===== src/verilog/iqc_pkg.sv =====
// Package: register map, field layout, sync encodings and carriers
package iqc_pkg;
  // ----------------------------------------------------------------
  // Register offsets
  // ----------------------------------------------------------------
  localparam logic [7:0] ADDR_CORR_UPPER = 8'h0f;
  localparam logic [7:0] ADDR_OFS_A_LO   = 8'h10;
  localparam logic [7:0] ADDR_OFS_B_LO   = 8'h11;
  localparam logic [7:0] ADDR_OFS_A_HI   = 8'h12;
  localparam logic [7:0] ADDR_OFS_B_HI   = 8'h13;
  localparam logic [7:0] ADDR_TEST_LO    = 8'h14;
  localparam logic [7:0] ADDR_TEST_HI    = 8'h15;
  localparam logic [7:0] ADDR_SYNC_SEL   = 8'h16;
  localparam logic [7:0] ADDR_TEST_CTRL  = 8'h1b;
  // ----------------------------------------------------------------
  // Reset values and write mask
  // ----------------------------------------------------------------
  localparam logic [7:0] RST_CORR_UPPER = 8'h24;
  localparam logic [7:0] RST_ZERO       = 8'h00;
  localparam logic [7:0] RST_SYNC_SEL   = 8'h15;
  localparam logic [7:0] HI_OFS_MASK    = 8'hf8;
  // ----------------------------------------------------------------
  // Sync source encodings
  // ----------------------------------------------------------------
  localparam logic [1:0] SYNC_TXGATE = 2'h0;
  localparam logic [1:0] SYNC_FIFO   = 2'h1;
  localparam logic [1:0] SYNC_CTRL   = 2'h2;
  localparam logic [1:0] SYNC_ZERO   = 2'h3;

  typedef struct packed {
    logic [1:0] nco_phase;
    logic [1:0] nco_reg;
    logic [1:0] corr;
    logic [1:0] offset;
  } iqc_sel_t;

  typedef struct packed {
    logic [1:0]  phase_hi;
    logic [2:0]  gain_a_hi;
    logic [2:0]  gain_b_hi;
  } iqc_upper_t;

  typedef struct packed {
    logic transmit_gate;
    logic fifo_sync;
    logic ctrl_if_sync_bit;
  } iqc_sync_t;
endpackage


===== src/verilog/iqc_regs.sv =====
// Correction register bank with sync-qualified shadows and output datapath
module iqc_regs #(
  parameter int DW = 16,
  parameter int OW = 13
) (
  input  wire logic              mclk_i,        // Data clock
  input  wire logic              sys_rst_i,     // Sync reset, high
  input  wire logic [7:0]        addr_i,        // Register address
  input  wire logic [7:0]        wdata_i,       // Write data
  input  wire logic              wr_i,          // Write strobe
  input  wire logic              rd_i,          // Read strobe
  output logic      [7:0]        rdata_o,       // Read data, next cycle
  input  wire iqc_pkg::iqc_sync_t sync_i,       // Sync events, same clock
  input  wire logic [DW-1:0]     sample_a_i,    // Channel A sample
  input  wire logic [DW-1:0]     sample_b_i,    // Channel B sample
  output logic      [DW-1:0]     converter_a_o, // Channel A output
  output logic      [DW-1:0]     converter_b_o, // Channel B output
  output logic      [10:0]       gain_a_hi_o,   // Gain A, upper bits at 10:8
  output logic      [10:0]       gain_b_hi_o,   // Gain B, upper bits at 10:8
  output logic      [9:0]        phase_hi_o,    // Phase, upper bits at 9:8
  output logic                   nco_phase_sync_o, // Oscillator phase sync
  output logic                   nco_reg_sync_o    // Oscillator register sync
);
  if (DW != 16 || OW != 13) begin : g_width_chk
    $error("iqc_regs: widths fixed at 16/13");
  end

  // ----------------------------------------------------------------
  // Helpers
  // ----------------------------------------------------------------
  // Sync source decode
  function automatic logic pick_sync(input logic [1:0] sel, input iqc_pkg::iqc_sync_t s);
    case (sel)
      iqc_pkg::SYNC_TXGATE: pick_sync = s.transmit_gate;
      iqc_pkg::SYNC_FIFO:   pick_sync = s.fifo_sync;
      iqc_pkg::SYNC_CTRL:   pick_sync = s.ctrl_if_sync_bit;
      default:              pick_sync = 1'b0;
    endcase
  endfunction

  function automatic logic [DW-1:0] sat_add(input logic [DW-1:0] s, input logic [OW-1:0] o);
    logic signed [DW:0] sum;
    sum = $signed({s[DW-1], s}) + $signed({{(DW-OW+1){o[OW-1]}}, o});
    if (sum[DW] != sum[DW-1]) sat_add = {sum[DW], {(DW-1){~sum[DW]}}};
    else sat_add = sum[DW-1:0];
  endfunction

  // ----------------------------------------------------------------
  // Register state
  // ----------------------------------------------------------------
  logic [7:0] upper_sh, ofs_a_lo_sh, ofs_b_lo_sh, ofs_a_hi_sh, ofs_b_hi_sh;
  logic [7:0] upper_act, ofs_a_lo, ofs_b_lo, ofs_a_hi, ofs_b_hi;
  logic [7:0] test_lo, test_hi, test_ctrl;
  iqc_pkg::iqc_sel_t sel;
  logic [7:0] next_upper_sh, next_ofs_a_lo_sh, next_ofs_b_lo_sh, next_ofs_a_hi_sh, next_ofs_b_hi_sh;
  logic [7:0] next_upper_act, next_ofs_a_lo, next_ofs_b_lo, next_ofs_a_hi, next_ofs_b_hi;
  logic [7:0] next_test_lo, next_test_hi, next_test_ctrl, next_rdata;
  iqc_pkg::iqc_sel_t next_sel;
  logic corr_ld, ofs_ld;

  always_comb begin
    next_upper_sh    = upper_sh;
    next_ofs_a_lo_sh = ofs_a_lo_sh;
    next_ofs_b_lo_sh = ofs_b_lo_sh;
    next_ofs_a_hi_sh = ofs_a_hi_sh;
    next_ofs_b_hi_sh = ofs_b_hi_sh;
    next_test_lo     = test_lo;
    next_test_hi     = test_hi;
    next_test_ctrl   = test_ctrl;
    next_sel         = sel;
    if (wr_i) begin
      case (addr_i)
        iqc_pkg::ADDR_CORR_UPPER: next_upper_sh = wdata_i;
        iqc_pkg::ADDR_OFS_A_LO:   next_ofs_a_lo_sh = wdata_i;
        iqc_pkg::ADDR_OFS_B_LO:   next_ofs_b_lo_sh = wdata_i;
        iqc_pkg::ADDR_OFS_A_HI:   next_ofs_a_hi_sh = wdata_i & iqc_pkg::HI_OFS_MASK;
        iqc_pkg::ADDR_OFS_B_HI:   next_ofs_b_hi_sh = wdata_i & iqc_pkg::HI_OFS_MASK;
        iqc_pkg::ADDR_TEST_LO:    next_test_lo = wdata_i;
        iqc_pkg::ADDR_TEST_HI:    next_test_hi = wdata_i;
        iqc_pkg::ADDR_SYNC_SEL:   next_sel = iqc_pkg::iqc_sel_t'(wdata_i);
        iqc_pkg::ADDR_TEST_CTRL:  next_test_ctrl = {7'h00, wdata_i[0]};
        default: ;
      endcase
    end
  end

  // Shadow to active on selected sync
  always_comb begin
    corr_ld        = pick_sync(sel.corr, sync_i);
    ofs_ld         = pick_sync(sel.offset, sync_i);
    next_upper_act = corr_ld ? upper_sh : upper_act;
    // Offsets load only on offset sync
    next_ofs_a_lo  = ofs_ld ? ofs_a_lo_sh : ofs_a_lo;
    next_ofs_b_lo  = ofs_ld ? ofs_b_lo_sh : ofs_b_lo;
    next_ofs_a_hi  = ofs_ld ? ofs_a_hi_sh : ofs_a_hi;
    next_ofs_b_hi  = ofs_ld ? ofs_b_hi_sh : ofs_b_hi;
  end

  // Reads show shadows: software sees what it wrote, with offset high bits 2:0 and control bits 7:1 read as zero
  always_comb begin
    next_rdata = iqc_pkg::RST_ZERO;
    if (rd_i) begin
      case (addr_i)
        iqc_pkg::ADDR_CORR_UPPER: next_rdata = upper_sh;
        iqc_pkg::ADDR_OFS_A_LO:   next_rdata = ofs_a_lo_sh;
        iqc_pkg::ADDR_OFS_B_LO:   next_rdata = ofs_b_lo_sh;
        iqc_pkg::ADDR_OFS_A_HI:   next_rdata = ofs_a_hi_sh;
        iqc_pkg::ADDR_OFS_B_HI:   next_rdata = ofs_b_hi_sh;
        iqc_pkg::ADDR_TEST_LO:    next_rdata = test_lo;
        iqc_pkg::ADDR_TEST_HI:    next_rdata = test_hi;
        iqc_pkg::ADDR_SYNC_SEL:   next_rdata = sel;
        iqc_pkg::ADDR_TEST_CTRL:  next_rdata = test_ctrl;
        default:                  next_rdata = iqc_pkg::RST_ZERO;
      endcase
    end
  end

  always_ff @(posedge mclk_i) begin
    if (sys_rst_i) begin
      // Unity gain, zero phase at reset
      upper_sh    <= iqc_pkg::RST_CORR_UPPER;
      upper_act   <= iqc_pkg::RST_CORR_UPPER;
      ofs_a_lo_sh <= iqc_pkg::RST_ZERO;
      ofs_b_lo_sh <= iqc_pkg::RST_ZERO;
      ofs_a_hi_sh <= iqc_pkg::RST_ZERO;
      ofs_b_hi_sh <= iqc_pkg::RST_ZERO;
      ofs_a_lo    <= iqc_pkg::RST_ZERO;
      ofs_b_lo    <= iqc_pkg::RST_ZERO;
      ofs_a_hi    <= iqc_pkg::RST_ZERO;
      ofs_b_hi    <= iqc_pkg::RST_ZERO;
      test_lo     <= iqc_pkg::RST_ZERO;
      test_hi     <= iqc_pkg::RST_ZERO;
      test_ctrl   <= iqc_pkg::RST_ZERO;
      sel         <= iqc_pkg::iqc_sel_t'(iqc_pkg::RST_SYNC_SEL);
      rdata_o     <= iqc_pkg::RST_ZERO;
    end else begin
      upper_sh    <= next_upper_sh;
      upper_act   <= next_upper_act;
      ofs_a_lo_sh <= next_ofs_a_lo_sh;
      ofs_b_lo_sh <= next_ofs_b_lo_sh;
      ofs_a_hi_sh <= next_ofs_a_hi_sh;
      ofs_b_hi_sh <= next_ofs_b_hi_sh;
      ofs_a_lo    <= next_ofs_a_lo;
      ofs_b_lo    <= next_ofs_b_lo;
      ofs_a_hi    <= next_ofs_a_hi;
      ofs_b_hi    <= next_ofs_b_hi;
      test_lo     <= next_test_lo;
      test_hi     <= next_test_hi;
      test_ctrl   <= next_test_ctrl;
      sel         <= next_sel;
      rdata_o     <= next_rdata;
    end
  end

  // ----------------------------------------------------------------
  // Datapath
  // ----------------------------------------------------------------
  iqc_pkg::iqc_upper_t up;
  logic [OW-1:0]  ofs_a, ofs_b;
  logic [DW-1:0]  test_val;
  logic [DW-1:0]  next_conv_a, next_conv_b;
  logic [10:0]    next_gain_a, next_gain_b;
  logic [9:0]     next_phase;
  logic           next_nco_ph, next_nco_reg;

  always_comb begin
    up          = iqc_pkg::iqc_upper_t'(upper_act);
    ofs_a       = {ofs_a_hi[7:3], ofs_a_lo};
    ofs_b       = {ofs_b_hi[7:3], ofs_b_lo};
    test_val    = {test_hi, test_lo};
    // Gain upper bits, unsigned 1.10 format
    next_gain_a = {up.gain_a_hi, 8'h00};
    next_gain_b = {up.gain_b_hi, 8'h00};
    next_phase  = {up.phase_hi, 8'h00};
    if (test_ctrl[0]) begin
      next_conv_a = test_val;
      next_conv_b = test_val;
    end else begin
      next_conv_a = sat_add(sample_a_i, ofs_a);
      next_conv_b = sat_add(sample_b_i, ofs_b);
    end
    next_nco_ph  = pick_sync(sel.nco_phase, sync_i);
    next_nco_reg = pick_sync(sel.nco_reg, sync_i);
  end

  always_ff @(posedge mclk_i) begin
    if (sys_rst_i) begin
      converter_a_o    <= '0;
      converter_b_o    <= '0;
      gain_a_hi_o      <= '0;
      gain_b_hi_o      <= '0;
      phase_hi_o       <= '0;
      nco_phase_sync_o <= 1'b0;
      nco_reg_sync_o   <= 1'b0;
    end else begin
      converter_a_o    <= next_conv_a;
      converter_b_o    <= next_conv_b;
      gain_a_hi_o      <= next_gain_a;
      gain_b_hi_o      <= next_gain_b;
      phase_hi_o       <= next_phase;
      nco_phase_sync_o <= next_nco_ph;
      nco_reg_sync_o   <= next_nco_reg;
    end
  end
endmodule

===== config.mk =====
export PLATFORM = sky130hd
export DESIGN_NAME = iqc_regs
export DESIGN_NICKNAME = d
export VERILOG_FILES = /design/src/verilog/iqc_pkg.sv /design/src/verilog/iqc_regs.sv
export SDC_FILE = /design/constraint.sdc
export NUM_CORES = 1
export LEC_CHECK = 0
export BUFFER_PORTS_ARGS = -buffer_cell sky130_fd_sc_hd__buf_2
export CAP_MARGIN = 20
export CORE_ASPECT_RATIO = 0.7
export CORE_MARGIN = 2
export CORE_UTILIZATION = 45
export DETAILED_ROUTE_END_ITERATION = 12
export PLACE_DENSITY = 0.67
export SLEW_MARGIN = 25
export SYNTH_ARGS = -nofsm -noshare
export SYNTH_HDL_FRONTEND = slang
export SYNTH_SLANG_ARGS = --single-unit

===== constraint.sdc =====
create_clock -name mclk_i -period 3 [get_ports mclk_i]
set_clock_uncertainty 0.05 [all_clocks]
set_input_delay 0.6 -clock mclk_i [delete_from_list [all_inputs] [get_ports mclk_i]]
set_output_delay 0.6 -clock mclk_i [all_outputs]
set_load 0.01 [all_outputs]

==> metrics.md <==
| Metric | Value |
|---|---|
| Status | finished, final reports clean |
| Drt total wl | 20790 um |
| XOR/XNOR Fraction of Synth Area | 3.679% |
| Clock buffer depth | 2 |
| Crit-path max FO | 20 |
| Initial antenna violation count | 0 |
| Launching point of the worst reg2reg path | ofs_a_lo[0] |
| Compound-cell area share of the yosys netlist | 21.54% |
| Diode count | 0 |
| Sequential element share of the synthesized area | 37.91% |
| Routability cong. | 0.9032 |
| Setup-failing EPs final | 0 |
| Clock tree sinks | 143 |
| Worst IR Drop VDD | 0.0003209 V |
| Synth Area in Adders | 5.982% |
| Worst min path class | reg -> reg |
| Die extent in x | 158.8 um |
| RSZ-0062 raised after global routing | false |
| Startpoint Class | flip-flop |
| H-tree lvl count | 4 |
| 1st-pass router iterations | 6 |
| Critical path cell sequence | ha_1 -> inv_1 -> fa_1 -> and2b_1 -> o2111ai_2 -> a31oi_2 -> a31oi_2 -> a221oi_2 -> buf_4 -> o21ai_0 -> a21oi_1 |
| CP max-delay cell | fa_1 |
| WP data arrival | 3.04 ns |
| Cell Rows | 39 |
| CTS buffer count | 17 |
| CTS tree | built |
| Syn avg cell area | 8.640 um2 |
| Vias in the first global route | 5832 |
| GRT Total Usage | 23.14% |
| WL/cell | 17.17 um |
| Final worst path period share | 91.17% |
| Final Cell Area | 8862 um2 |
| Power density over the cells | 514.6 nW/um2 |
| I/O Buffers | 104 |
| Critical path class | reg -> reg |
| CP max stage delay | 0.39 ns |
| Total power | 0.004560 W |
| Ratio of cells with drive above 1 in the final layout | 19.27% |
| # IOs | 129 |
| Commonest non-fill, non-tap cells in the layout | dfxtp_1, a21oi_1, buf_2 |
| Via density | 5.424 |
| GRT Residual Overflow | 0 |
| Core Footprint | 16350 um2 |
| Global-route wire length before repair | 32220 um |
| Root buf cell | clkbuf_16 |
| Yosys cell types | 70 |
| Most common cell after layout, fill and taps aside | dfxtp_1 |
| Multiplexer area fraction after synthesis | 8.119% |
| YS warnings | 0 |
| Initial core utilization | 46.19% |
| CP Capture Type | flip-flop |
| CTS clk-pin slew, worst paths | 0.06 ns |
| Worst Setup SP | ofs_a_lo[0] |
| Setup_tns | 0 ns |
| LEAKAGE | 3.662 nW |
| Worst endpoint required time | 3.31 ns |
| Mapped Area | 7551 um2 |
| Skew-Pair Late Insertion Delay | 0.43 ns |
| Chip height | 112.4 um |
| Post-synth EDFFs | 0 |
| Hpwl dp | 15600 um |
| Largest family of logic cells by synthesized area | compound AO/OA/AOI/OAI gates |
| Worst relative slew slack | 57.33% |
| DR DRC count | 0 |
| PostCTS Resize Cnt | 0 |
| Utilization after layout | 54.21% |
| Post-DRT Antenna Nets | 0 |
| Simple-gate share of the synthesized area | 16.19% |
| Placed inst area | 8249 um2 |
| Largest net degree at the start of global routing | 43 |
| Die area | 17850 um2 |
| F_max | 365.6 MHz |
| Worst-Margin Slew | 0.6392 ns |
| Area grow syn2layout | 17.37% |
| Syn Inst Count | 874 |
| # Max-Cap Violations | 0 |
| Hold Fails Final Rpt | 0 |
| Main flop type after synthesis | dfxtp_1 |
| Pins over their slew limit | 0 |
| Via count | 6569 |
| Crit path top cell by count | a31oi_2 |
| Hold buffers post-CTS | 0 |
| FF+latch count, synth | 143 |
| Hold_sp | up[5] |
| Post-CTS setup buffer count | 0 |
| 1st-iter DRT viols | 826 |
| Final nets | 1062 |
| FFs w/ async S/R, synth | 0% |
| Tmin final | 2.735 ns |
synth_stat cells, types with 2 or more instances:
cell      count  area [um2]
buf_1         4       15.01
a222oi_1      4       40.04
nand3_1      46       230.2
a31oi_1       5       31.28
nor2b_1      21       131.4
ha_1         32       400.4
nand4_1       2       12.51
nand2b_1      6       37.54
a21oi_1     127       635.6
inv_1        27       101.4
a221oi_1      4       35.03
dfxtp_1     143        2863
a31oi_2       2       25.02
o21bai_1      3       22.52
a21boi_0      4       30.03
nand3b_1      2       15.01
mux2i_1      50       500.5
o21ai_0      34       170.2
nor3_1        7       35.03
a211o_1       7       61.31
o21ai_1       3       15.01
xor2_1        7       61.31
xnor2_2       2       32.53
o211ai_1      3       22.52
nor3b_2       3       37.54
buf_2         4       20.02
and3_1        9       56.30
buf_6         3       33.78
a21boi_1      4       30.03
o21a_1        3       22.52
a21o_1       14       105.1
a211oi_1      4       30.03
o31a_1        7       61.31
buf_4        25       187.7
nor2_1       81       304.0
fa_1          2       40.04
clkbuf_1     36       135.1
nand2_1      73       274.0
and2b_1       3       22.52
and2_1        2       12.51
xnor2_1      16       140.1
a22oi_1       8       60.06
mux4_2        5       112.6
sequential cells by signal, summed over array words and instances (netlist names), 8 cells and up:
name,cells
converter_a_o,16
converter_b_o,16
ofs_a_lo,8
ofs_a_lo_sh,8
ofs_b_lo,8
ofs_b_lo_sh,8
rdata_o,8
sel,8
test_hi,8
test_lo,8
up,8
upper_sh,8
routing by layer:
metal | GRT usage [%] | wire length, um | vias to the layer above | share of wire (%)
met3 | 5.506 | 1572 | 21 | 7.6
met5 | 0 | 0 | - | 0
met2 | 32.49 | 8713 | 237 | 42
met4 | 5.076 | 216 | 0 | 1.0
met1 | 35.60 | 10290 | 3067 | 49
li1 | - | - | 3244 | -
kinds of logic after synthesis:
group,after synthesis
XOR/XNOR,27
AO/OA/AOI/OAI,252
buffers and inverters,99
multiplexers,55
flip-flops,143
AND/OR/NAND/NOR,262
other,1
adder cells (fa/ha/maj),35
through the flow:
| stage | std cells | hold WS (ns) | setup slack, ns |
|---|---|---|---|
| 5_1_grt | 1211 | 0.4240 | 0.09417 |
| 4_1_cts | 1211 | 0.4109 | 0.2949 |
| 2_1_floorplan | 897 | 0.3797 | 0.1778 |
| 6_report | 1211 | 0.4088 | 0.2648 |
| 3_3_place_gp | 1179 | 0.3968 | 0.05066 |
| 3_5_place_dp | 1179 | 0.3958 | 0.01319 |
path summary, 6_finish.rpt:
| path | end | slack (ns) | cells after the start |
|---|---|---|---|
| max reg2reg | converter_a_o[4] | 0.26 | 11 |
| min reg2reg | gain_a_hi_o[10] | 0.41 | 1 |
| min | gain_a_hi_o[10] | 0.41 | 1 |
| max | converter_a_o[4] | 0.26 | 11 |
worst max-delay path, delay by kind of cell, from the launching register on:
family	cells	cell delay (ns)
AOI/OAI and AO/OA	6	1.12
adders and majority gates	2	0.56
buffers and inverters	2	0.31
DFF	1	0.36
and+or+nand+nor	1	0.25
power breakdown:
part	leakage (nW)	switching, W	total [W]	internal (W)
sequential	1.16	0.0000134	0.00195	0.00193
combinational	2.21	0.000261	0.000418	0.000157
clock	0.291	0.000835	0.00219	0.00136
final cells by class:
type / count / area [um2]
clock inverter: 11 / 152.6
inverter: 27 / 101.3
tap: 225 / 281.5
fill: 1522 / 7485
timing repair buffer: 129 / 710.7
clock buffer: 21 / 460.4
multi-input combinational: 655 / 4293
sequential: 143 / 2863
(Power assumes the default switching activity.)
